[config.mk]
export PLATFORM = sky130hd
export DESIGN_NAME = cmb_buffering
export DESIGN_NICKNAME = d
export VERILOG_FILES = /design/src/cmb_pkg.sv /design/src/cmb_buffering.sv
export VERILOG_INCLUDE_DIRS = /design/src
export SDC_FILE = /design/constraint.sdc
export NUM_CORES = 2
export LEC_CHECK = 0
export BUFFER_PORTS_ARGS = -buffer_cell sky130_fd_sc_hd__buf_2
export CAP_MARGIN = 20
export CORE_ASPECT_RATIO = 0.7
export CORE_MARGIN = 3
export CORE_UTILIZATION = 40
export CTS_CLUSTER_DIAMETER = 30
export DETAILED_ROUTE_END_ITERATION = 8
export GPL_TIMING_DRIVEN = 0
export HOLD_SLACK_MARGIN = 0.05
export SYNTH_ARGS = -nofsm -noshare
export SYNTH_HDL_FRONTEND = slang
export SYNTH_SLANG_ARGS = --single-unit
[constraint.sdc]
create_clock -name clk -period 65.5 [get_ports clk]
set_clock_uncertainty 0.1 [all_clocks]
set_input_delay 9.825 -clock clk [delete_from_list [all_inputs] [get_ports clk]]
set_output_delay 9.825 -clock clk [all_outputs]
set_load 0.02 [all_outputs]
[src/cmb_regs.svh]
/*
 * constants of the can message buffering block: buffer layout, fifo sizing,
 * acceptance filter mode codes and the bit levels on the transmit pin.
 * assumes inclusion by its bare name from the package and the design file.
 */
`ifndef CMB_REGS_SVH
`define CMB_REGS_SVH

// bytes in one message buffer (id, control, data)
`define CMB_BUF_BYTES 13
// index width for a byte inside a buffer
`define CMB_IDX_W 4
// words in the receive byte fifo
`define CMB_FIFO_DEPTH 8
// number of transmit buffers
`define CMB_TX_BUFS 3
// width of the local priority field
`define CMB_LOCAL_PRIORITY_W 8
// acceptance filter modes
`define CMB_FLT_ONE32 2'h0
`define CMB_FLT_TWO16 2'h1
`define CMB_FLT_FOUR8 2'h2
`define CMB_FLT_CLOSED 2'h3
// levels on the transmit pin
`define CMB_DOMINANT 1'h0
`define CMB_RECESSIVE 1'h1
// flag bit positions in the data byte of an end-of-frame word
`define CMB_END_OK_BIT 0
`define CMB_END_OWN_BIT 1

`endif

[src/cmb_pkg.sv]
/*
 * types of the can message buffering block.
 * assumes cmb_regs.svh is on the include path.
 */
`include "cmb_regs.svh"

package cmb_pkg;
	// one message buffer of bytes
	typedef logic [`CMB_BUF_BYTES-1:0][7:0] cmb_buf_t;
	// word passed from protocol engine through the receive fifo
	typedef struct packed {
		logic last; // end-of-frame marker, data holds flags
		logic [`CMB_IDX_W-1:0] idx; // byte position in buffer
		logic [7:0] data; // received byte
	} cmb_rxword_s;
	// cpu write into a transmit buffer
	typedef struct packed {
		logic en; // write strobe
		logic local_priority; // write goes to priority field
		logic [1:0] sel; // buffer number
		logic [`CMB_IDX_W-1:0] idx; // byte position
		logic [7:0] data; // byte value
	} cmb_txwr_s;
	// whole state of the buffering core
	typedef struct packed {
		logic txPin;
		logic rxBit;
		cmb_buf_t back;
		cmb_buf_t front;
		logic rxFull;
		logic backHeld;
		logic [7:0] readData;
		logic rxIrq;
		logic overrunIrq;
		logic [1:0] idHit;
		logic [`CMB_TX_BUFS-1:0] txEmpty;
		logic [`CMB_TX_BUFS-1:0][`CMB_LOCAL_PRIORITY_W-1:0] local_priority;
		logic [`CMB_TX_BUFS-1:0] txBufValid;
		cmb_buf_t txBuf0;
		cmb_buf_t txBuf1;
		cmb_buf_t txBuf2;
		logic [1:0] txSel;
		logic txActive;
		logic txRequest;
		logic [7:0] txRdData;
	} cmb_state_s;
endpackage : cmb_pkg

[src/cmb_buffering.sv]
/*
 * can message buffering: receive byte fifo, ping-pong receive store with
 * acceptance filter, three prioritised transmit buffers, pin stage.
 * assumes a protocol engine beside it that shifts bits, delivers received
 * bytes with an end marker, and fetches transmit bytes by index.
 */
`timescale 1ns/1ps
`include "cmb_regs.svh"

// fifo with valid/ready on both ends; pointers carry a wrap bit
module cmb_fifo #(
	parameter int WIDTH = 13,
	parameter int DEPTH = `CMB_FIFO_DEPTH
) (
	// clock and reset
	input wire logic clk,
	input wire logic reset,
	input wire logic ce,
	// filling side
	input wire logic inValid,
	output logic inReady,
	input wire logic [WIDTH-1:0] inData,
	// draining side
	output logic outValid,
	input wire logic outReady,
	output logic [WIDTH-1:0] outData
);
	localparam int AW = $clog2(DEPTH);
	logic [DEPTH-1:0][WIDTH-1:0] mem; // storage
	logic [AW:0] wrPtr; // write pointer with wrap bit
	logic [AW:0] rdPtr; // read pointer with wrap bit
	logic full;
	logic empty;
	logic push;
	logic pop;

	assign empty = (wrPtr == rdPtr);
	assign full = (wrPtr[AW] != rdPtr[AW]) && (wrPtr[AW-1:0] == rdPtr[AW-1:0]);
	assign inReady = !full && ce;
	assign outValid = !empty;
	assign outData = mem[rdPtr[AW-1:0]];
	assign push = inValid && inReady;
	assign pop = outValid && outReady && ce;

	// pointer and storage update
	always_ff @(posedge clk or posedge reset) begin
		if (reset) begin
			wrPtr <= '0;
			rdPtr <= '0;
			mem <= '0;
		end else begin
			if (push) begin
				mem[wrPtr[AW-1:0]] <= inData;
				wrPtr <= wrPtr + 1'b1;
			end
			if (pop) begin
				rdPtr <= rdPtr + 1'b1;
			end
		end
	end
endmodule : cmb_fifo

module cmb_buffering (
	// clock, reset, freeze
	input wire logic clk,
	input wire logic reset,
	input wire logic ce,
	// can transceiver pins
	input wire logic serial_rx_in,
	output logic serial_tx_out,
	// protocol engine bit path
	input wire logic engineTxBit,
	output logic engineRxBit,
	input wire logic loopBack,
	// protocol engine received bytes
	input wire cmb_pkg::cmb_rxword_s rxWord,
	input wire logic rxWordValid,
	output logic rxWordReady,
	// protocol engine transmit fetch
	input wire logic txArbStart,
	input wire logic txDone,
	input wire logic [`CMB_IDX_W-1:0] txRdIdx,
	output logic [7:0] txRdData,
	output logic [1:0] txSel,
	output logic txRequest,
	// acceptance filter setup
	input wire logic [1:0] filterMode,
	input wire logic [31:0] acceptCode,
	input wire logic [31:0] acceptMask,
	// cpu receive side
	input wire logic [`CMB_IDX_W-1:0] rxRdIdx,
	output logic [7:0] rxRdData,
	input wire logic rxFlagClear,
	output logic rx_full_flag,
	output logic [1:0] idHit,
	input wire logic overrunEnable,
	output logic rxIrq,
	output logic overrunIrq,
	// cpu transmit side
	input wire cmb_pkg::cmb_txwr_s txWr,
	input wire logic [`CMB_TX_BUFS-1:0] txReadySet,
	output logic [`CMB_TX_BUFS-1:0] tx_empty_flag
);
	cmb_pkg::cmb_state_s st; // registered state
	cmb_pkg::cmb_state_s next_st; // next state
	cmb_pkg::cmb_rxword_s popWord; // fifo head
	logic popValid; // fifo holds a word
	logic popReady; // core takes the head this cycle
	logic [3:0] hit8; // per-byte filter matches
	logic hit16a; // upper 16-bit filter
	logic hit16b; // lower 16-bit filter
	logic hit32; // full 32-bit filter
	logic accept; // current back frame passes filter
	logic [1:0] hitNum; // lowest matching filter

	// receive bytes pass through the fifo; a stall here reaches the engine
	cmb_fifo #(
		.WIDTH($bits(cmb_pkg::cmb_rxword_s)),
		.DEPTH(`CMB_FIFO_DEPTH)
	) u_rxFifo (
		.clk(clk),
		.reset(reset),
		.ce(ce),
		.inValid(rxWordValid),
		.inReady(rxWordReady),
		.inData(rxWord),
		.outValid(popValid),
		.outReady(popReady),
		.outData(popWord)
	);

	// hold the head while a cpu clear is in flight, so clear and frame end never race
	assign popReady = !rxFlagClear;

	// four byte filters on the first identifier byte, mask bit set means ignore
	genvar gi;
	generate
		for (gi = 0; gi < 4; gi++) begin : g_flt8
			assign hit8[gi] = &(~(st.back[0] ^ acceptCode[31-8*gi -: 8])
				| acceptMask[31-8*gi -: 8]);
		end
	endgenerate
	assign hit16a = &(~({st.back[0], st.back[1]} ^ acceptCode[31:16]) | acceptMask[31:16]);
	assign hit16b = &(~({st.back[0], st.back[1]} ^ acceptCode[15:0]) | acceptMask[15:0]);
	assign hit32 = &(~({st.back[0], st.back[1], st.back[2], st.back[3]} ^ acceptCode)
		| acceptMask);

	// filter mode select, lower filter number wins a multiple hit
	always_comb begin
		accept = 1'b0;
		hitNum = 2'h0;
		case (filterMode)
			`CMB_FLT_ONE32: begin
				accept = hit32;
			end
			`CMB_FLT_TWO16: begin
				accept = hit16a | hit16b;
				hitNum = hit16a ? 2'h0 : 2'h1;
			end
			`CMB_FLT_FOUR8: begin
				accept = |hit8;
				hitNum = hit8[0] ? 2'h0 : hit8[1] ? 2'h1 : hit8[2] ? 2'h2 : 2'h3;
			end
			default: begin
				accept = 1'b0; // closed: nothing reaches the front buffer
			end
		endcase
	end

	// next-state logic for pins, receive store and transmit buffers
	always_comb begin
		logic endOk;
		logic endOwn;
		logic [`CMB_LOCAL_PRIORITY_W-1:0] bestPrio;
		logic bestFound;
		next_st = st;
		endOk = popWord.data[`CMB_END_OK_BIT];
		endOwn = popWord.data[`CMB_END_OWN_BIT];
		bestPrio = '1;
		bestFound = 1'b0;
		next_st.rxIrq = 1'b0;
		next_st.overrunIrq = 1'b0;
		// pin stage; loop-back keeps the bus recessive and feeds tx back to rx
		next_st.txPin = loopBack ? `CMB_RECESSIVE : engineTxBit;
		next_st.rxBit = loopBack ? engineTxBit : serial_rx_in;
		// cpu clear releases the front; a held back frame moves up at once
		if (rxFlagClear) begin
			next_st.rxFull = 1'b0;
			if (st.backHeld) begin
				next_st.front = st.back;
				next_st.rxFull = 1'b1;
				next_st.backHeld = 1'b0;
				next_st.rxIrq = 1'b1;
			end
		end
		// drain one fifo word into the back buffer or finish a frame
		if (popValid && popReady) begin
			if (!popWord.last) begin
				// back buffer always overwritten unless it holds a waiting frame
				if (!st.backHeld && popWord.idx < `CMB_IDX_W'(`CMB_BUF_BYTES)) begin
					next_st.back[popWord.idx] = popWord.data;
				end
			end else if (endOk && accept && (!endOwn || loopBack) && !st.backHeld) begin
				// own frames only count in loop-back; a lost arbitration arrives as foreign
				if (!st.rxFull) begin
					next_st.front = st.back;
					next_st.rxFull = 1'b1;
					next_st.idHit = hitNum;
					next_st.rxIrq = 1'b1;
				end else begin
					next_st.backHeld = 1'b1; // second stage now occupied
				end
			end else if (endOk && accept && (!endOwn || loopBack)) begin
				// both stages full: newest accepted frame dropped
				next_st.overrunIrq = overrunEnable;
			end
			// errored, rejected or own frames fall through untouched
		end
		// cpu reads only the front buffer
		next_st.readData = (rxRdIdx < `CMB_IDX_W'(`CMB_BUF_BYTES)) ? st.front[rxRdIdx] : 8'h00;
		// cpu loads transmit buffers
		if (txWr.en && txWr.sel < 2'h3) begin
			if (txWr.local_priority) begin
				next_st.local_priority[txWr.sel] = txWr.data;
			end else if (txWr.idx < `CMB_IDX_W'(`CMB_BUF_BYTES)) begin
				case (txWr.sel)
					2'h0: next_st.txBuf0[txWr.idx] = txWr.data;
					2'h1: next_st.txBuf1[txWr.idx] = txWr.data;
					default: next_st.txBuf2[txWr.idx] = txWr.data;
				endcase
			end
		end
		// clearing an empty flag queues the buffer
		next_st.txEmpty = st.txEmpty & ~txReadySet;
		// completion frees the selected buffer; set wins over a same-cycle clear
		if (txDone && st.txActive) begin
			next_st.txEmpty[st.txSel] = 1'b1;
			next_st.txActive = 1'b0;
		end
		// schedule at every arbitration start: lowest priority value first
		if (txArbStart) begin
			next_st.txActive = 1'b0;
			for (int i = 0; i < `CMB_TX_BUFS; i++) begin
				if (!st.txEmpty[i] && (!bestFound || st.local_priority[i] < bestPrio)) begin
					bestFound = 1'b1;
					bestPrio = st.local_priority[i];
					next_st.txSel = 2'(i);
				end
			end
			next_st.txActive = bestFound;
		end
		// keep contending while anything is queued; transmit unaffected by rx state
		next_st.txRequest = |(~next_st.txEmpty);
		// byte fetch for the engine from the selected buffer
		case (st.txSel)
			2'h0: next_st.txRdData = st.txBuf0[txRdIdx % `CMB_BUF_BYTES];
			2'h1: next_st.txRdData = st.txBuf1[txRdIdx % `CMB_BUF_BYTES];
			default: next_st.txRdData = st.txBuf2[txRdIdx % `CMB_BUF_BYTES];
		endcase
	end

	// state register, frozen while ce is low
	always_ff @(posedge clk or posedge reset) begin
		if (reset) begin
			st <= '0;
			st.txPin <= `CMB_RECESSIVE;
			st.rxBit <= `CMB_RECESSIVE;
			st.txEmpty <= '1;
		end else if (ce) begin
			st <= next_st;
		end
	end

	// outputs straight from the state register
	assign serial_tx_out = st.txPin;
	assign engineRxBit = st.rxBit;
	assign rxRdData = st.readData;
	assign rx_full_flag = st.rxFull;
	assign idHit = st.idHit;
	assign rxIrq = st.rxIrq;
	assign overrunIrq = st.overrunIrq;
	assign tx_empty_flag = st.txEmpty;
	assign txSel = st.txSel;
	assign txRequest = st.txRequest;
	assign txRdData = st.txRdData;

	// frame-level protocol timing (bit rate, frame types, lengths) lives in the engine

	// receive interrupt only ever with the full flag set
	rx_irq_full_a: assert property (@(posedge clk) disable iff (reset)
		rxIrq |-> rx_full_flag)
		else $error("receive interrupt without full flag");

	// loop-back keeps the bus recessive one cycle later
	loop_pin_a: assert property (@(posedge clk) disable iff (reset)
		(ce && loopBack) |=> (serial_tx_out == `CMB_RECESSIVE))
		else $error("bus driven during loop-back");

	// normal mode mirrors the engine bit
	tx_pin_a: assert property (@(posedge clk) disable iff (reset)
		(ce && !loopBack) |=> (serial_tx_out == $past(engineTxBit)))
		else $error("transmit pin does not follow engine");

	// held frame never exists without a full front
	held_front_a: assert property (@(posedge clk) disable iff (reset)
		st.backHeld |-> rx_full_flag)
		else $error("back frame held with empty front");

	// overrun only while both stages full
	overrun_full_a: assert property (@(posedge clk) disable iff (reset)
		overrunIrq |-> ($past(st.backHeld) && rx_full_flag))
		else $error("overrun with free stage");

	// front changes only on a copy event
	front_stable_a: assert property (@(posedge clk) disable iff (reset)
		(st.front != $past(st.front)) |-> (rxIrq))
		else $error("front buffer changed without copy");

	// own frame outside loop-back never raises a receive interrupt
	own_quiet_a: assert property (@(posedge clk) disable iff (reset)
		(ce && popValid && popReady && popWord.last && popWord.data[`CMB_END_OWN_BIT]
		&& !loopBack && !rxFlagClear) |=> !rxIrq)
		else $error("own frame raised receive interrupt");

	// request follows the empty flags
	tx_request_a: assert property (@(posedge clk) disable iff (reset)
		txRequest == !(&tx_empty_flag))
		else $error("bus request mismatches queue");

	// chosen buffer pending and not beaten by a lower priority value
	tx_local_priority_a: assert property (@(posedge clk) disable iff (reset)
		(ce && txArbStart && !(&tx_empty_flag) && !txWr.en && !txDone && txReadySet == '0)
		|=> (!tx_empty_flag[txSel] && (tx_empty_flag[0] || st.local_priority[0] >= st.local_priority[txSel])
		&& (tx_empty_flag[1] || st.local_priority[1] >= st.local_priority[txSel])
		&& (tx_empty_flag[2] || st.local_priority[2] >= st.local_priority[txSel])))
		else $error("lower priority buffer selected");
endmodule : cmb_buffering

==> results.json <==
{
  "fin_crit_sh": 0.321,
  "grt_pass1_vias": 23416,
  "gp_congestion": 0.948,
  "power_density_nw_per_um2": 39.8,
  "path_max_fanout": 5,
  "area_delta_synth_final_pct": 21.0,
  "hpwl_mm": 70.7,
  "insertion_delay_ns": 0.68,
  "holdBufCountCts": 0,
  "core_um2": 79300,
  "whs_ns": 0.377,
  "layout_common_cells": "682 x dfrtp_1, 649 x mux2_2, 243 x nand2_1",
  "tightest_slew_ns": 1.19,
  "final_common_cell": "dfrtp_1",
  "final_nets": 2889,
  "syn_area_um2": 32200,
  "grt.overflow.total": 0,
  "synth-main-ff-cell": "dfrtp_1",
  "hold_class": "flop to flop",
  "syn-num-nets": 2620,
  "r2r_setup_slack_ns": 60.46,
  "post_cts_buffers": 0,
  "track_usage": 0.233,
  "io_pins": 147,
  "relSlewSlack": 0.200,
  "setup_viol": 0,
  "synth.ff_latch_count": 687,
  "final_cell_area_um2": 39000,
  "cap_violations": 0,
  "clock-sinks": 687,
  "cts_tree": "done",
  "die_x_um": 345,
  "postRouteAntennaNets": 0,
  "start_util": 0.406,
  "place_area_um2": 34400,
  "status": "finished, final reports clean",
  "finalSetupTns_ns": 0,
  "seq_area_frac_synth": 0.534,
  "cts_resized": 0,
  "rsz0062_at_grt": "no",
  "cts.path.max_buffers": 3,
  "cts_buffers": 120,
  "drt_iter0_drc": 2042,
  "dr.pass1.iters": 5,
  "via_count": 22454,
  "die_area_um2": 84100,
  "fmax_mhz": 47.5,
  "power.leakage_nw": 18.2,
  "syn_area_per_cell_um2": 13.0,
  "wl_per_cell_um": 25.2,
  "worstSetupPathType": "input pin to output pin",
  "routed_via_density": 5.73,
  "cp-start-kind": "input pin",
  "drv_slew": 0,
  "grt_max_degree": 136,
  "clock-root-buffer": "clkbuf_16",
  "grt_pass1_wl_mm": 149,
  "worstSetupEndpointType": "output pin",
  "syn-instance-count": 2481,
  "min_period_ns": 21.05,
  "die-height_um": 243,
  "antenna_found_initial": 5,
  "synth_edf_count": 0,
  "drcViolationCount": 0,
  "crit_required_ns": 55.57,
  "cp.arrival_ns": 11.13,
  "portBuffers": 138,
  "yosys_warnings": 0,
  "path_clk_slew_ns": 0.05,
  "postSynth.asyncResetShare": 1.00,
  "synth.distinct_cells": 75,
  "layout-drive-gt1-share": 0.403,
  "cts_max_level": 3,
  "hold_viol": 0,
  "wirelength_mm": 98.8,
  "ir_worst_vdd_mv": 0.0289,
  "rows": 86
}
==> kinds of logic after synthesis <==
kind of cell / after synthesis / synth area share
AO/OA/AOI/OAI: 263 / 0.0559
adder cells (fa/ha/maj): 22 / 0.00854
flip-flops: 687 / 0.534
XOR/XNOR: 73 / 0.0198
AND/OR/NAND/NOR: 482 / 0.0692
buffers and inverters: 208 / 0.0298
multiplexers: 746 / 0.283
==> flip-flops by register name (all words and copies together) (netlist names) <==
register and flops:
u_rxFifo.rdPtr 4, rxIrq 1, st 546, engineRxBit 1, txSel 2, txRequest 1, u_rxFifo.mem 104, serial_tx_out 1
overrunIrq 1, txRdData 8, rx_full_flag 1, tx_empty_flag 3, idHit 2, rxRdData 8, u_rxFifo.wrPtr 4
==> through the flow <==
stage                     cells   util  setup WS (ns)  total power, mW
after detailed placement   3682  0.434          44.49            0.866
after global routing       3912  0.491          44.44             1.61
after CTS                  3909  0.491          44.49             1.56
after global placement     3675  0.432          30.08            0.854
after floorplan            2481      -          36.32            0.749
final                      3916  0.492          44.45             1.55
==> final cells by class <==
class / instances / area (um^2)
Clock inverter: 81 / 1210
Multi-Input combinational cell: 1586 / 14100
Clock buffer: 146 / 3310
Sequential cell: 687 / 17200
Fill cell: 6819 / 40300
Buffer: 172 / 825
Timing Repair Buffer: 147 / 862
Inverter: 36 / 143
Tap cell: 1056 / 1320
Antenna cell: 5 / 12.5
==> critical path: stages <==
cell and delay (ns):
buf_2 0.31, inv_1 0.28, nor2_1 0.44, buf_2 0.25
==> cells in the mapped netlist (9+ instances only) <==
cell type / instances / area share
nand2b_1: 11 / 0.0021
o21ai_0: 42 / 0.0065
mux4_1: 10 / 0.0082
dfrtp_1: 682 / 0.53
a311oi_1: 12 / 0.0033
and3_1: 16 / 0.0031
buf_4: 28 / 0.0065
ha_1: 22 / 0.0085
xnor2_1: 72 / 0.020
nor3_1: 19 / 0.0030
mux2i_1: 27 / 0.0084
o32ai_1: 9 / 0.0024
nand2_1: 243 / 0.028
a21oi_1: 46 / 0.0071
o22ai_1: 34 / 0.0066
mux4_2: 45 / 0.031
nor4_1: 15 / 0.0029
buf_2: 13 / 0.0020
nand4_1: 15 / 0.0029
inv_1: 36 / 0.0042
a31oi_1: 24 / 0.0047
nand3_1: 57 / 0.0089
a221oi_1: 29 / 0.0079
o2bb2ai_1: 9 / 0.0024
clkbuf_1: 117 / 0.014
mux2_2: 649 / 0.23
o31ai_1: 9 / 0.0021
nor2_1: 65 / 0.0076
==> routing by layer <==
layer  GRT usage  up-vias  part of all wire
li1            -     9626                 -
met2       0.337      880              0.43
met4      0.0642        2             0.021
met5           0        -           0.00010
met3      0.0641      164             0.087
met1       0.342    11782              0.46
==> where the power goes <==
group	total (mW)	switching (mW)	internal (mW)
Clock	0.689	0.231	0.457
Combinational	0.332	0.190	0.142
Sequential	0.532	0.0414	0.491
Total	1.55	0.462	1.09
==> path summary, 6_finish.rpt <==
path / startpoint / end / cells past startpoint
setup / recovery: ce / rxWordReady / 4
hold / removal: st[529]$_DFFE_PP0P_ / st[425]$_DFFE_PP0P_ / 1
setup reg to reg: tx_empty_flag[0]$_DFFE_PP1P_ / txSel[0]$_DFFE_PP0P_ / 17
hold reg to reg: st[529]$_DFFE_PP0P_ / st[425]$_DFFE_PP0P_ / 1
max in group asynchronous: reset / st[25]$_DFFE_PP0P_ / 5
min in group asynchronous: reset / st[287]$_DFFE_PP0P_ / 2
Power figures use the tool's default switching activity.
